### src/rtl/dif_pkg.sv
package dif_pkg;
  localparam int N_TERM = 5;
  localparam int FC_W = 5;
  localparam int AW = 8;
  localparam int DW = 32;
  localparam int FW = 16;
  localparam int IRQ_W = 3;
  localparam int CFG_W = 10;
  localparam int FUNC_W = N_TERM * FC_W;

  // timing
  localparam int CLK_PERIOD_NS = 25;
  localparam int TICK_PERIOD_NS = 1000000;
  localparam int TICK_CYCLES = TICK_PERIOD_NS / CLK_PERIOD_NS;

  // terminal function codes
  localparam logic [FC_W-1:0] FN_RAMP2 = 5'h09;
  localparam logic [FC_W-1:0] FN_COAST = 5'h0B;
  localparam logic [FC_W-1:0] FN_TRIP = 5'h0C;

  localparam logic [7:0] RAMP_SRC_TERMINAL = 8'h00;
  localparam logic [7:0] ERR_NONE = 8'h00;
  localparam logic [7:0] ERR_EXT_TRIP = 8'h0C;

  // register offsets
  localparam logic [AW-1:0] ADDR_FUNC = 8'h00;
  localparam logic [AW-1:0] ADDR_POL = 8'h04;
  localparam logic [AW-1:0] ADDR_ACC1 = 8'h08;
  localparam logic [AW-1:0] ADDR_DEC1 = 8'h0C;
  localparam logic [AW-1:0] ADDR_ACC2 = 8'h10;
  localparam logic [AW-1:0] ADDR_DEC2 = 8'h14;
  localparam logic [AW-1:0] ADDR_CFG = 8'h18;
  localparam logic [AW-1:0] ADDR_DLY = 8'h1C;
  localparam logic [AW-1:0] ADDR_TGT = 8'h20;
  localparam logic [AW-1:0] ADDR_CMD = 8'h24;
  localparam logic [AW-1:0] ADDR_STAT = 8'h28;
  localparam logic [AW-1:0] ADDR_IRQ_ST = 8'h2C;
  localparam logic [AW-1:0] ADDR_IRQ_MASK = 8'h30;
  localparam logic [AW-1:0] ADDR_ERR = 8'h34;

  // field positions
  localparam int CFG_SRC_LSB = 0;
  localparam int CFG_MODE_BIT = 8;
  localparam int CFG_USP_BIT = 9;
  localparam int CMD_RESET_BIT = 0;
  localparam int IRQ_TRIP = 0;
  localparam int IRQ_COAST = 1;
  localparam int IRQ_RESTART = 2;
  localparam int STAT_SEL_BIT = 6;
  localparam int STAT_EDGE_BIT = 7;
  localparam int STAT_FREQ_LSB = 16;

  // reset values
  localparam logic [FUNC_W-1:0] FUNC_RST = 25'h0000000;
  localparam logic [N_TERM-1:0] POL_RST = 5'h00;
  localparam logic [FW-1:0] TIME1_RST = 16'h000A;
  localparam logic [FW-1:0] TIME2_RST = 16'h0014;
  localparam logic [FW-1:0] DLY_RST = 16'h0000;
  localparam logic [FW-1:0] TGT_RST = 16'h0000;
  localparam logic [CFG_W-1:0] CFG_RST = 10'h000;
  localparam logic [IRQ_W-1:0] IRQ_RST = 3'h0;

  typedef enum logic [5:0] {
    ST_STOP = 6'h01,
    ST_RUN = 6'h02,
    ST_COAST = 6'h04,
    ST_WAIT = 6'h08,
    ST_TRIP = 6'h10,
    ST_HOLD = 6'h20
  } dif_state_t;
endpackage

### src/rtl/dif_term_if.sv
`timescale 1ns/1ps
`default_nettype none
interface dif_term_if;
  logic ramp2;
  logic coast;
  logic trip_rise;
  modport src(output ramp2, output coast, output trip_rise);
  modport dst(input ramp2, input coast, input trip_rise);
endinterface
`default_nettype wire

### src/rtl/dif_ctrl.sv
// Notes on behaviour
// - with the ramp-set input on the second accel/decel times are used, else the first.
// - the ramp-set input turning on mid-ramp switches the rate at once.
// - the ramp-set input only selects when the source select field is 00.
// - each of the five terminals may be given the ramp-set, coast or trip function.
// - while coast stop is on the output drive is off and the motor coasts.
// - when coast stop goes off with run still active, drive resumes.
// - restart after coast is from zero or from motor speed per the restart mode.
// - restart after coast waits the programmed delay; zero means no wait.
// - each terminal has a polarity bit so coast stop can be active low.
// - a trip input rising edge latches a trip, shows the trip code, stops output.
// - the trip stays latched until a reset command, then the block is in stop.
// - alarm rises at once on a trip and drops with the reset command.
// - without start protection, run still on after reset resumes driving.
// - with start protection, a cleared trip needs a fresh run edge to restart.
// - start protection is off out of reset, so run already on at power-up is never held off.
`timescale 1ns/1ps
`default_nettype none
module dif_ctrl #(
  parameter int TICK_CYC = dif_pkg::TICK_CYCLES
) (
  input wire logic i_clk,
  input wire logic i_nrst,
  input wire logic [dif_pkg::N_TERM-1:0] i_term,
  input wire logic i_run,
  input wire logic [dif_pkg::FW-1:0] i_motor_speed,
  input wire logic [dif_pkg::AW-1:0] i_addr,
  input wire logic [dif_pkg::DW-1:0] i_wdata,
  input wire logic i_wr,
  input wire logic i_rd,
  output logic [dif_pkg::DW-1:0] o_rdata,
  output logic o_drive_en,
  output logic [dif_pkg::FW-1:0] o_freq,
  output logic o_alarm,
  output logic [7:0] o_err_code,
  output logic o_irq
);
  import dif_pkg::*;

  localparam logic [15:0] TICK_LAST = 16'(TICK_CYC - 1);

  dif_term_if term();

  logic [FUNC_W-1:0] func_q;
  logic [N_TERM-1:0] pol_q;
  logic [FW-1:0] acc1_q;
  logic [FW-1:0] dec1_q;
  logic [FW-1:0] acc2_q;
  logic [FW-1:0] dec2_q;
  logic [CFG_W-1:0] cfg_q;
  logic [FW-1:0] dly_q;
  logic [FW-1:0] tgt_q;
  logic [IRQ_W-1:0] irq_st_q;
  logic [IRQ_W-1:0] irq_mask_q;
  logic [15:0] tick_cnt_q;
  logic tick_q;
  logic [FW-1:0] ramp_cnt_q;
  logic [FW-1:0] freq_q;
  logic [FW-1:0] dly_cnt_q;
  dif_state_t state_q;
  logic run_q;
  logic pwrup_q;
  logic need_edge_q;

  logic wr_hit;
  logic reset_cmd;
  logic start_protection;
  logic run_rise;
  logic trip_ev;
  logic use_second;
  logic [FW-1:0] acc_time;
  logic [FW-1:0] dec_time;
  logic [FW-1:0] goal;
  logic accelerating;
  logic [FW-1:0] rate;
  logic dly_zero;
  logic restart_ev;
  logic coast_ev;
  logic [IRQ_W-1:0] irq_ev;

  dif_term_cond u_cond (
    .i_clk(i_clk),
    .i_nrst(i_nrst),
    .i_term(i_term),
    .i_func(func_q),
    .i_pol(pol_q),
    .term(term.src)
  );

  assign wr_hit = i_wr;
  assign reset_cmd = wr_hit && (i_addr == ADDR_CMD) &&
                     i_wdata[CMD_RESET_BIT];
  assign start_protection = cfg_q[CFG_USP_BIT];
  assign run_rise = i_run && !run_q;
  assign trip_ev = term.trip_rise;
  assign dly_zero = (dly_cnt_q == '0);

  // ramp set selection is combinational so a change bites mid-ramp
  assign use_second = (cfg_q[CFG_SRC_LSB +: 8] == RAMP_SRC_TERMINAL) &&
                      term.ramp2;
  assign acc_time = use_second ? acc2_q : acc1_q;
  assign dec_time = use_second ? dec2_q : dec1_q;
  assign goal = (i_run && (state_q == ST_RUN)) ? tgt_q : '0;
  assign accelerating = (freq_q < goal);
  assign rate = accelerating ? acc_time : dec_time;

  assign restart_ev = (state_q == ST_WAIT) && !term.coast && i_run &&
                      dly_zero;
  assign coast_ev = (state_q == ST_RUN) && term.coast;
  assign irq_ev = {restart_ev, coast_ev, trip_ev};

  // configuration registers
  always_ff @(posedge i_clk) begin
    if (!i_nrst) begin
      func_q <= FUNC_RST;
      pol_q <= POL_RST;
      acc1_q <= TIME1_RST;
      dec1_q <= TIME1_RST;
      acc2_q <= TIME2_RST;
      dec2_q <= TIME2_RST;
      cfg_q <= CFG_RST;
      dly_q <= DLY_RST;
      tgt_q <= TGT_RST;
      irq_mask_q <= IRQ_RST;
    end else if (wr_hit) begin
      unique case (i_addr)
        ADDR_FUNC: func_q <= i_wdata[FUNC_W-1:0];
        ADDR_POL: pol_q <= i_wdata[N_TERM-1:0];
        ADDR_ACC1: acc1_q <= i_wdata[FW-1:0];
        ADDR_DEC1: dec1_q <= i_wdata[FW-1:0];
        ADDR_ACC2: acc2_q <= i_wdata[FW-1:0];
        ADDR_DEC2: dec2_q <= i_wdata[FW-1:0];
        ADDR_CFG: cfg_q <= i_wdata[CFG_W-1:0];
        ADDR_DLY: dly_q <= i_wdata[FW-1:0];
        ADDR_TGT: tgt_q <= i_wdata[FW-1:0];
        ADDR_IRQ_MASK: irq_mask_q <= i_wdata[IRQ_W-1:0];
        default: begin
        end
      endcase
    end
  end

  // sticky events, set beats a same-cycle clear
  always_ff @(posedge i_clk) begin
    if (!i_nrst) begin
      irq_st_q <= IRQ_RST;
    end else if (wr_hit && (i_addr == ADDR_IRQ_ST)) begin
      irq_st_q <= (irq_st_q & ~i_wdata[IRQ_W-1:0]) | irq_ev;
    end else begin
      irq_st_q <= irq_st_q | irq_ev;
    end
  end

  always_ff @(posedge i_clk) begin
    if (!i_nrst) begin
      o_irq <= 1'b0;
    end else begin
      o_irq <= |(irq_st_q & irq_mask_q);
    end
  end

  // 1 ms time base for ramp and restart delay
  always_ff @(posedge i_clk) begin
    if (!i_nrst) begin
      tick_cnt_q <= '0;
      tick_q <= 1'b0;
    end else if (tick_cnt_q >= TICK_LAST) begin
      tick_cnt_q <= '0;
      tick_q <= 1'b1;
    end else begin
      tick_cnt_q <= 16'(tick_cnt_q + 16'h0001);
      tick_q <= 1'b0;
    end
  end

  // power-up marker and run edge history
  always_ff @(posedge i_clk) begin
    if (!i_nrst) begin
      pwrup_q <= 1'b1;
      run_q <= 1'b0;
    end else begin
      pwrup_q <= 1'b0;
      run_q <= i_run;
    end
  end

  // a protected trip reset arms the need for a fresh run edge
  always_ff @(posedge i_clk) begin
    if (!i_nrst) begin
      need_edge_q <= 1'b0;
    end else if ((state_q == ST_TRIP) && reset_cmd && start_protection) begin
      need_edge_q <= 1'b1;
    end else if (!i_run) begin
      need_edge_q <= 1'b0;
    end
  end

  // operating state
  always_ff @(posedge i_clk) begin
    if (!i_nrst) begin
      state_q <= ST_STOP;
    end else if (trip_ev) begin
      state_q <= ST_TRIP;
    end else begin
      unique case (state_q)
        ST_STOP: begin
          if (pwrup_q && start_protection && i_run) begin
            state_q <= ST_HOLD;
          end else if (i_run && !term.coast &&
                       (!need_edge_q || run_rise)) begin
            state_q <= ST_RUN;
          end
        end
        ST_RUN: begin
          if (term.coast) begin
            state_q <= ST_COAST;
          end else if (!i_run && (freq_q == '0)) begin
            state_q <= ST_STOP;
          end
        end
        ST_COAST: begin
          if (!term.coast) begin
            state_q <= i_run ? ST_WAIT : ST_STOP;
          end
        end
        ST_WAIT: begin
          if (term.coast) begin
            state_q <= ST_COAST;
          end else if (!i_run) begin
            state_q <= ST_STOP;
          end else if (dly_zero) begin
            state_q <= ST_RUN;
          end
        end
        ST_TRIP: begin
          // latched regardless of the trip input level
          if (reset_cmd) begin
            state_q <= ST_STOP;
          end
        end
        ST_HOLD: begin
          if (!i_run) begin
            state_q <= ST_STOP;
          end else if (!start_protection) begin
            state_q <= ST_RUN;
          end
        end
        default: state_q <= ST_STOP;
      endcase
    end
  end

  // restart delay, loaded as coast releases
  always_ff @(posedge i_clk) begin
    if (!i_nrst) begin
      dly_cnt_q <= '0;
    end else if ((state_q == ST_COAST) && !term.coast) begin
      dly_cnt_q <= dly_q;
    end else if ((state_q == ST_WAIT) && tick_q && !dly_zero) begin
      dly_cnt_q <= 16'(dly_cnt_q - 16'h0001);
    end
  end

  // output frequency ramp
  always_ff @(posedge i_clk) begin
    if (!i_nrst) begin
      freq_q <= '0;
      ramp_cnt_q <= '0;
    end else if (state_q != ST_RUN) begin
      ramp_cnt_q <= '0;
      if (restart_ev && cfg_q[CFG_MODE_BIT]) begin
        freq_q <= i_motor_speed;
      end else begin
        freq_q <= '0;
      end
    end else if (tick_q) begin
      if (freq_q == goal) begin
        ramp_cnt_q <= '0;
      end else if (ramp_cnt_q >= rate) begin
        // one 0.1 unit step per time setting plus one elapsed ticks
        ramp_cnt_q <= '0;
        if (accelerating) begin
          freq_q <= 16'(freq_q + 16'h0001);
        end else begin
          freq_q <= 16'(freq_q - 16'h0001);
        end
      end else begin
        ramp_cnt_q <= 16'(ramp_cnt_q + 16'h0001);
      end
    end
  end

  // drive stage, cut in the same cycle a trip or coast is seen
  always_ff @(posedge i_clk) begin
    if (!i_nrst) begin
      o_drive_en <= 1'b0;
      o_freq <= '0;
    end else begin
      o_drive_en <= (state_q == ST_RUN) && !trip_ev && !term.coast;
      // frequency is cut together with the drive so both drop as one
      o_freq <= ((state_q == ST_RUN) && !trip_ev && !term.coast) ?
                freq_q : '0;
    end
  end

  // alarm and error code
  always_ff @(posedge i_clk) begin
    if (!i_nrst) begin
      o_alarm <= 1'b0;
      o_err_code <= ERR_NONE;
    end else if (trip_ev) begin
      o_alarm <= 1'b1;
      o_err_code <= ERR_EXT_TRIP;
    end else if (reset_cmd) begin
      o_alarm <= 1'b0;
      o_err_code <= ERR_NONE;
    end
  end

  // read port, data one cycle after the strobe
  always_ff @(posedge i_clk) begin
    if (!i_nrst) begin
      o_rdata <= '0;
    end else if (!i_rd) begin
      o_rdata <= '0;
    end else begin
      case (i_addr)
        ADDR_FUNC: o_rdata <= DW'(func_q);
        ADDR_POL: o_rdata <= DW'(pol_q);
        ADDR_ACC1: o_rdata <= DW'(acc1_q);
        ADDR_DEC1: o_rdata <= DW'(dec1_q);
        ADDR_ACC2: o_rdata <= DW'(acc2_q);
        ADDR_DEC2: o_rdata <= DW'(dec2_q);
        ADDR_CFG: o_rdata <= DW'(cfg_q);
        ADDR_DLY: o_rdata <= DW'(dly_q);
        ADDR_TGT: o_rdata <= DW'(tgt_q);
        ADDR_STAT: begin
          o_rdata <= '0;
          o_rdata[5:0] <= state_q;
          o_rdata[STAT_SEL_BIT] <= use_second;
          o_rdata[STAT_EDGE_BIT] <= need_edge_q;
          o_rdata[STAT_FREQ_LSB +: FW] <= freq_q;
        end
        ADDR_IRQ_ST: o_rdata <= DW'(irq_st_q);
        ADDR_IRQ_MASK: o_rdata <= DW'(irq_mask_q);
        ADDR_ERR: o_rdata <= DW'(o_err_code);
        default: o_rdata <= '0;
      endcase
    end
  end
endmodule
`default_nettype wire

### src/rtl/dif_term_cond.sv
`timescale 1ns/1ps
`default_nettype none
module dif_term_cond (
  input wire logic i_clk,
  input wire logic i_nrst,
  input wire logic [dif_pkg::N_TERM-1:0] i_term,
  input wire logic [dif_pkg::FUNC_W-1:0] i_func,
  input wire logic [dif_pkg::N_TERM-1:0] i_pol,
  dif_term_if.src term
);
  import dif_pkg::*;

  logic [N_TERM-1:0] s1_q;
  logic [N_TERM-1:0] s2_q;
  logic [N_TERM-1:0] act;
  logic trip_lvl;
  logic trip_q;

  // any terminal that is active and assigned the given function
  function automatic logic any_fn(input logic [N_TERM-1:0] a,
                                  input logic [FUNC_W-1:0] f,
                                  input logic [FC_W-1:0] code);
    logic r;
    r = 1'b0;
    for (int i = 0; i < N_TERM; i++) begin
      if (a[i] && (f[i*FC_W +: FC_W] == code)) begin
        r = 1'b1;
      end
    end
    return r;
  endfunction

  always_ff @(posedge i_clk) begin
    if (!i_nrst) begin
      s1_q <= '0;
      s2_q <= '0;
    end else begin
      s1_q <= i_term;
      s2_q <= s1_q;
    end
  end

  // polarity applied after the synchroniser, before any edge logic
  assign act = s2_q ^ i_pol;

  assign term.ramp2 = any_fn(act, i_func, FN_RAMP2);
  assign term.coast = any_fn(act, i_func, FN_COAST);
  assign trip_lvl = any_fn(act, i_func, FN_TRIP);

  always_ff @(posedge i_clk) begin
    if (!i_nrst) begin
      trip_q <= 1'b0;
    end else begin
      trip_q <= trip_lvl;
    end
  end

  // one pulse per qualified off-to-on change
  assign term.trip_rise = trip_lvl & ~trip_q;
endmodule
`default_nettype wire

### config.mk
export PLATFORM = sky130hd
export DESIGN_NAME = dif_ctrl
export DESIGN_NICKNAME = d
export VERILOG_FILES = /design/src/rtl/dif_pkg.sv /design/src/rtl/dif_term_if.sv /design/src/rtl/dif_ctrl.sv /design/src/rtl/dif_term_cond.sv
export SDC_FILE = /design/constraint.sdc
export NUM_CORES = 1
export LEC_CHECK = 0
export ABC_AREA = 1
export BUFFER_PORTS_ARGS = -buffer_cell sky130_fd_sc_hd__buf_2
export CORE_ASPECT_RATIO = 1.4
export CORE_MARGIN = 2
export CORE_UTILIZATION = 55
export DETAILED_ROUTE_END_ITERATION = 8
export GPL_ROUTABILITY_DRIVEN = 0
export PLACE_DENSITY = 0.74
export SYNTH_ARGS = -nofsm -noshare
export SYNTH_HDL_FRONTEND = slang
export SYNTH_SLANG_ARGS = --single-unit
export TNS_END_PERCENT = 30
### constraint.sdc
create_clock -name i_clk -period 5.8 [get_ports i_clk]
set_input_delay 0.58 -clock i_clk [delete_from_list [all_inputs] [get_ports i_clk]]
set_output_delay 0.58 -clock i_clk [all_outputs]
set_load 0.01 [all_outputs]
# Yosys cells after proc, flatten, opt, wreduce, memory -nomap -nowiden
# Index checks and enable logic that the tools add are counted.
# Widths: inputs -> output; s select.
# word_totals
reg_bits,280
elab_cells,222
# op_classes
add_sub_neg,5
n_lt_le_gt_ge,3
eq_ne,50
muxes,53
bitwise_logic,9
n_reduce_logical,72
# op_table
op,count
$pmux 32 s13,1
$mux 16,14
$eq 5x4->1 const B,15
$mux 6,11
$add 16x1->16 const B,3
$eq 8x6->1 const B,6
$logic_and 1x1->1,38
$pmux 6 s6,1
$eq 8x5->1 const B,4
$logic_not 16->1,2
$sub 16x1->16 const B,2
$reduce_and 2->1,12
$mux 1,21
$eq 16x16->1,1
$eq 8x4->1 const B,2
$ge 16x16->1,1
$ge 16x16->1 const B,1
$logic_not 8->1,2
$lt 16x16->1,1
$mux 4,3
$ne 3x3->1 const B,4
$ne 4x4->1 const B,3
$reduce_and 6->1,2
$eq 8x3->1 const B,1
other kinds (26),41

# Logic depth before layout (Yosys ltp)
# Gate-level depths: netlist of the first run.
# logic_depth
ltp_word,15
mapped_depth,34
depth_no_buf,32

# Hierarchy
# Synthesis of the first run repeated with hierarchy kept, for this count alone.
# hier_totals
cells_unflattened,2014
hier_area_um2,13982.2
# modules_own_cells
mod,n_inst,cells_each,area_each_um2,seq_area_each_um2
dif_ctrl,1,1883,13274.0,5345.1
dif_term_cond,1,131,708.2,220.2

# Least setup slack after synthesis of the first run
# No wires, ideal clock.
# synth_timing
path_kind,register -> register
startpoint,reg state_q[2]
endpoint,reg freq_q[6]
setup_ns,0.064
arrival_ns,4.126
slack_ns,1.611
path_stages_with_launch,31
cell_sequence,dfxtp_1 nor2_1 nand4_1 clkbuf_1 nor2_1 buf_2 nand2_1 ha_1 nand2_1 nor2_1 nand2_1 inv_1 nand2_1 nand2_1 buf_2 buf_2 nand3_1 nand2_1 ha_1 nand2_1 inv_1 nor2_1 o21ai_0 a21oi_1 nand3_1 nand2_2 nand2_1 buf_4 nand3_1 nand2_1 nor2_1
# synth_between
elab_chain_cells,9
elab_cells_between_ends,23
classes_between,order compare (2); eq/ne (5); mux (8); reduce/logical (8)
# synth_lines
item,line_no,rtl
from (decl),dif_ctrl.sv:60,dif_state_t state_q;
from (signal assigned),dif_ctrl.sv:223,state_q <= i_run ? ST_WAIT : ST_STOP;
"parallel branches: the longest is 9 deep, another holds $lt 16x16->1",--,
to (signal assigned),dif_ctrl.sv:272,freq_q <= i_motor_speed;
to (signal assigned),dif_ctrl.sv:283,freq_q <= 16'(freq_q + 16'h0001);
to (signal assigned),dif_ctrl.sv:285,freq_q <= 16'(freq_q - 16'h0001);
to (decl),dif_ctrl.sv:58,logic [FW-1:0] freq_q;
# Several ways; the timed one is not identified. The select of a mux whose other input is x is not followed.
# A chain may end at the register's enable or synchronous reset.

# Worst setup path after layout of the first run
# layout_timing
startpoint,reg state_q[5]
endpoint,reg freq_q[3]
# Same word-level chain as after synthesis.

==> results of run 1 <==
==> where the power goes <==
group / leakage, nW / switching (mW) / total, mW / internal, mW
combinational: 4.12 / 1.95 / 2.89 / 0.934
clock: 0.480 / 0.789 / 1.94 / 1.15
sequential: 2.24 / 0.0616 / 2.01 / 1.95
total: 6.85 / 2.80 / 6.84 / 4.04
==> state kept, by name, indices dropped and copies added (netlist names), 3 cells and up <==
name and cells:
func_q 25, ramp_cnt_q 16, o_rdata 32, pol_q 5, cfg_q 10, tgt_q 16
dly_q 16, u_cond.s2_q 5, state_q 6, irq_mask_q 3, u_cond.s1_q 5, dec2_q 16
dly_cnt_q 16, acc2_q 16, dec1_q 16, freq_q 16, irq_st_q 3, o_freq 16
tick_cnt_q 16, acc1_q 16
==> cells by family after synthesis <==
group / after synthesis
AND/OR/NAND/NOR: 929
AO/OA/AOI/OAI: 440
buffers and inverters: 338
flip-flops: 278
adder cells (fa/ha/maj): 50
XOR/XNOR: 27
other: 1
==> Yosys cell counts (all sizes together) <==
| cell | count |
|---|---|
| o211ai | 7 |
| nor4 | 4 |
| o22ai | 21 |
| a211oi | 4 |
| conb | 1 |
| a21boi | 2 |
| fa | 1 |
| o221ai | 2 |
| nor2 | 262 |
| o21a | 3 |
| dfxtp | 278 |
| o21ai | 172 |
| o2111ai | 1 |
| a21o | 6 |
| inv | 246 |
| nand4 | 29 |
| a221oi | 9 |
| clkbuf | 37 |
| o21bai | 2 |
| buf | 54 |
| a31oi | 17 |
| nand3 | 198 |
| xor2 | 18 |
| nor3b | 3 |
| nand3b | 6 |
| and2 | 1 |
| nand2 | 388 |
| a22oi | 3 |
| a21oi | 185 |
| a41oi | 4 |
| o31ai | 2 |
| xnor2 | 9 |
| or2 | 1 |
| nor3 | 37 |
| ha | 49 |
| clkinv | 1 |
==> worst paths after layout <==
path | end | slack, ns
setup / recovery | freq_q[3] | 0.86
hold / removal | u_cond.s1_q[1] | 0.20
setup reg to reg | freq_q[3] | 0.86
hold reg to reg | u_cond.s2_q[3] | 0.41
==> cells in the final DEF (no fill, tap or decap), types with 5 or more instances in the layout <==
master	instances
a21oi_1	185
nor2_2	10
nand3b_1	6
a31oi_1	17
clkinv_2	6
buf_2	110
o22ai_1	21
nand2_2	6
nor3_2	5
dfxtp_1	278
a21o_1	6
nor2_4	9
buf_4	13
nand2_1	382
conb_1	6
o21ai_0	170
nand4_1	27
clkbuf_16	29
ha_1	49
o211ai_1	7
inv_2	18
nand3_1	193
clkbuf_8	5
xnor2_1	9
inv_1	228
a221oi_1	9
nor3_1	29
nor2_1	243
xor2_1	18
==> worst max-delay path: stages (launching register included) <==
cell	delay, ns
dfxtp_1	0.34
inv_1	0.15
nand2_1	0.07
inv_1	0.12
nand4_1	0.11
buf_4	0.21
nor2_1	0.10
buf_4	0.21
nand2_1	0.07
ha_1	0.29
a21oi_1	0.17
o21ai_0	0.11
a21oi_1	0.22
nand2_1	0.14
inv_1	0.51
nand3_1	0.15
nand2_1	0.13
ha_1	0.25
a21oi_1	0.14
o21ai_0	0.10
a21oi_1	0.23
nand3_1	0.18
nand2_2	0.22
nand2_1	0.07
buf_4	0.24
nand3_1	0.12
nand2_1	0.06
nor2_1	0.13
==> layer usage <==
layer | up-vias | track usage | part of all wire
met5 | - | 0 | 0
met4 | 0 | 0.217 | 0.078
met3 | 225 | 0.0466 | 0.088
met2 | 743 | 0.559 | 0.47
met1 | 6602 | 0.381 | 0.36
li1 | 6943 | - | -
==> cell type report <==
cell class | count | area (um2)
Clock buffer | 36 | 802
Clock inverter | 15 | 189
Fill cell | 2313 | 9540
Inverter | 247 | 927
Multi-Input combinational cell | 1452 | 7400
Sequential cell | 278 | 5570
Tap cell | 319 | 399
Timing Repair Buffer | 123 | 648
==> stage by stage <==
stage / setup slack [ns] / hold WS (ns)
after floorplan: 1.61 / 0.390
after global placement: 1.02 / 0.397
after detailed placement: 0.977 / 0.396
after CTS: 0.968 / 0.198
after global routing: 0.513 / 0.212
final: 0.858 / 0.203
==> out/results.ini, run 1 <==
[timing]
rsz0062_at_grt = no
relSlewSlack = 0.297
skew_ns = 0.0128
period_share = 0.852
drv_slew = 0
hold_viol_final = 0
tns_ns = 0
setup_viol = 0
worst_pin_slew_ns = 1.05
fmax_mhz = 202
fin_crit_ns = 4.94

[setup_path]
arrival_ns = 5.43
worstSetupPathType = reg2reg
reg2reg_from = state_q[5]
path_max_fanout = 24
worstRegToRegCells = 27
required_ns = 6.29
worstSetupStartpointType = register
crit_path_end_kind = register
crit_path_start = state_q[5]

[grt]
track_usage = 0.328
overflow = 0
grt_pass1_wl_um = 71100
grt_pass1_vias = 13600
grt_max_degree = 99
antenna_found_initial = 0

[finish]
final_cell_area_um2 = 15900
drive_gt1_frac = 0.108
utilization = 0.626
fin_nets = 2246
fin_cells = 2470
diodes = 0
area_growth_pct = 11.3

[cts]
clkLatencyLatePin_ns = 0.56
h-tree-depth = 1
clock_sinks = 278
cts_tree = done
hold_buffers = 0
postCtsSetupBuffers = 0
clk_path_buf_depth = 3
numCtsBuffers = 28
root_buffer = clkbuf_16
path_clk_slew_ns = 0.07
cts.repair.resized = 0

[floorplanning]
core_area_um2 = 25500
start_util = 0.562
dieArea_um2 = 27400
num_rows = 69
die_y_um = 195
fp.dieW_um = 140
num_io_pins = 125

[pwr]
power_leakage_nw = 6.85
power_mw = 6.84
powerDensity_nw_per_um2 = 429
ir_worst_vdd_mv = 0.397

[drt]
drt_iter0_drc = 1362
vias = 14500
drt_wl_total_um = 46100
dr.pass1.iters = 6
post_drt_wl_per_cell_um = 18.7
postRouteAntennaNets = 0
drt-vias-per-instance = 5.88
drc = 0

[placed_design]
place_area_um2 = 14900
dp_cells = 2419
place.port_buffers = 111
dpl.hpwl_um = 33000

[logic_synthesis]
synth_seq_cells = 278
yosysSeqAreaShare = 0.389
synth_warnings = 0
synthAdderAreaFrac = 0.0442
synthSimpleGateAreaFrac = 0.287
syn_avg_cell_area_um2 = 6.94
yosysTopAreaCellShare = 0.389
synth_xor_area_frac = 0.0165
netlist_top_cells_area = dfxtp_1, nand2_1, nand3_1
synth_compound_area_frac = 0.167
synth_top_family_by_area = simple AND/OR/NAND/NOR gates
synth.area.mux_share = 0
netlist_instances = 2063
syn_area_um2 = 14300
synth_top_cell_by_area = dfxtp_1
ys_types = 52

[min_path]
holdCritStartpoint = i_term[1]
worstHoldPathCells = 3
hp-class = in2reg

[outcome]
status = finished clean

[flow_run]
max-cap-violations = 0

Power figures use the tool's default switching activity.
==> run 2: changes to the inputs <==
==> constraint.sdc (replaced) <==
create_clock -name i_clk -period 5.8 [get_ports i_clk]
set_input_delay 1.16 -clock i_clk [delete_from_list [all_inputs] [get_ports i_clk]]
set_output_delay 1.16 -clock i_clk [all_outputs]
set_load 0.01 [all_outputs]
==> out/results.ini, run 2 (synthesis results as in run 1) <==
[outcome]
status = finished clean

[cts]
root_buffer = clkbuf_16
postCtsSetupBuffers = 0
hold_buffers = 0
cts_tree = done
clkLatencyLatePin_ns = 0.57
numCtsBuffers = 28
h-tree-depth = 1
clk_path_buf_depth = 3
path_clk_slew_ns = 0.06
clock_sinks = 278
cts.repair.resized = 0

[finish]
fin_nets = 2248
largestRegisters = o_rdata (32), func_q (25)
nFillCells = 2275
utilization = 0.631
drive_gt1_frac = 0.109
fin_cells = 2473
largest_reg_flops = 32
final_cell_mix = nand2_1, dfxtp_1, nor2_1
final_common_cell = nand2_1
top_register = o_rdata
diodes = 0
area_growth_pct = 12.2

[setup_path]
worstSetupPathType = in2reg
path_max_fanout = 24
critPathMaxStageDelay_ns = 0.44
required_ns = 6.30
crit_family = buffers and inverters
arrival_ns = 5.35
crit_path_end_kind = register
worst_path_most_repeated_cell = nand2_1
worstPathBufferInverterCount = 6
worstSetupStartpointType = primary input
cp_slowest_cell = inv_1

[timing]
relSlewSlack = 0.172
skew_ns = 0.0154
hold_viol_final = 0
rsz0062_at_grt = no
worst_pin_slew_ns = 1.24
fmax_mhz = 206
fin_crit_ns = 4.85
setup_viol = 0
tns_ns = 0
hold_slack_ns = 0.410
drv_slew = 0
period_share = 0.836
setup_ws_ns = 0.952

[drt]
drt_iter0_drc = 1427
vias = 14300
drt_wl_total_um = 45300
dr.pass1.iters = 6
drt-vias-per-instance = 5.78
postRouteAntennaNets = 0
drc = 0
post_drt_wl_per_cell_um = 18.3

[grt]
grt_pass1_vias = 13200
antenna_found_initial = 0
grt_pass1_wl_um = 70200
grt_max_degree = 136
overflow = 0
track_usage = 0.324

[floorplanning]
core_area_um2 = 25500
fp.dieW_um = 140
start_util = 0.562
num_rows = 69
die_y_um = 195
dieArea_um2 = 27400
num_io_pins = 125

[flow_run]
max-cap-violations = 0

[placed_design]
dp_cells = 2421
dpl.hpwl_um = 32700
place.port_buffers = 111
post-place-ws_ns = 0.481

[pwr]
p_sw_frac = 0.398
power.share.sequential = 0.284
power_leakage_nw = 6.92
pwr-share-comb = 0.411
power.switching_mw = 2.82
clock_power_share = 0.306
powerDensity_nw_per_um2 = 442
p_int_mw = 4.27
ir_worst_vdd_mv = 0.370

[min_path]
hp-class = reg2reg

## run 2: cell count changes in the layout (fill, tap and decap cells not counted), sizes merged
| cell | change |
|---|---|
| buf | +2 |
| bufinv | +6 |
| clkbuf | -4 |
| clkinvlp | -2 |
| inv | +1 |
## run 2: worst register-to-register path, delay by kind of cell (launching register included)
family / cells / cell delay, ns
DFF: 1 / 0.33
AOI/OAI and AO/OA: 5 / 0.71
and+or+nand+nor: 15 / 1.54
adders and majority gates: 2 / 0.55
buffers and inverters: 7 / 1.60
## run 2: routing by layer
layer	wire length [um]	share of wire	global-route usage	vias to the layer above
li1	-	-	-	6952
met1	16800	0.37	0.379	6430
met2	21400	0.47	0.548	717
met3	3650	0.080	0.0443	194
met4	3460	0.076	0.223	0
met5	0	0	0	-
## run 2: stage by stage
step	power, mW	cell area (um2)
floorplan	4.16	14300
global placement	4.82	15000
CTS	7.05	16100
detailed placement	4.89	15000
finish	7.10	16100
global route	7.57	16100
## run 2: area by class of cell
type | instances | area (um2) | area share
Clock buffer | 32 | 747 | 0.0465
Clock inverter | 20 | 363 | 0.0226
Inverter | 247 | 927 | 0.0577
Multi-Input combinational cell | 1452 | 7400 | 0.461
Sequential cell | 278 | 5570 | 0.346
Tap cell | 319 | 399 | 0.0248
Timing Repair Buffer | 125 | 663 | 0.0413
## run 2: power by group through the flow
stage / combinational, mW / clock, mW / sequential, mW
floorplan: 2.14 / 0 / 2.03
global placement: 2.77 / 0 / 2.05
detailed placement: 2.84 / 0 / 2.05
CTS: 2.85 / 2.19 / 2.01
global route: 3.29 / 2.26 / 2.02
finish: 2.91 / 2.17 / 2.01
## run 2: worst paths after layout
| path | slack [ns] | depth (start not counted) | to | start |
|---|---|---|---|---|
| max | 0.95 | 26 | freq_q[8] | i_run |
| min reg2reg | 0.41 | 2 | u_cond.s2_q[1] | u_cond.s1_q[1] |
| min | 0.41 | 2 | u_cond.s2_q[1] | u_cond.s1_q[1] |
| max reg2reg | 1.02 | 29 | freq_q[8] | state_q[5] |
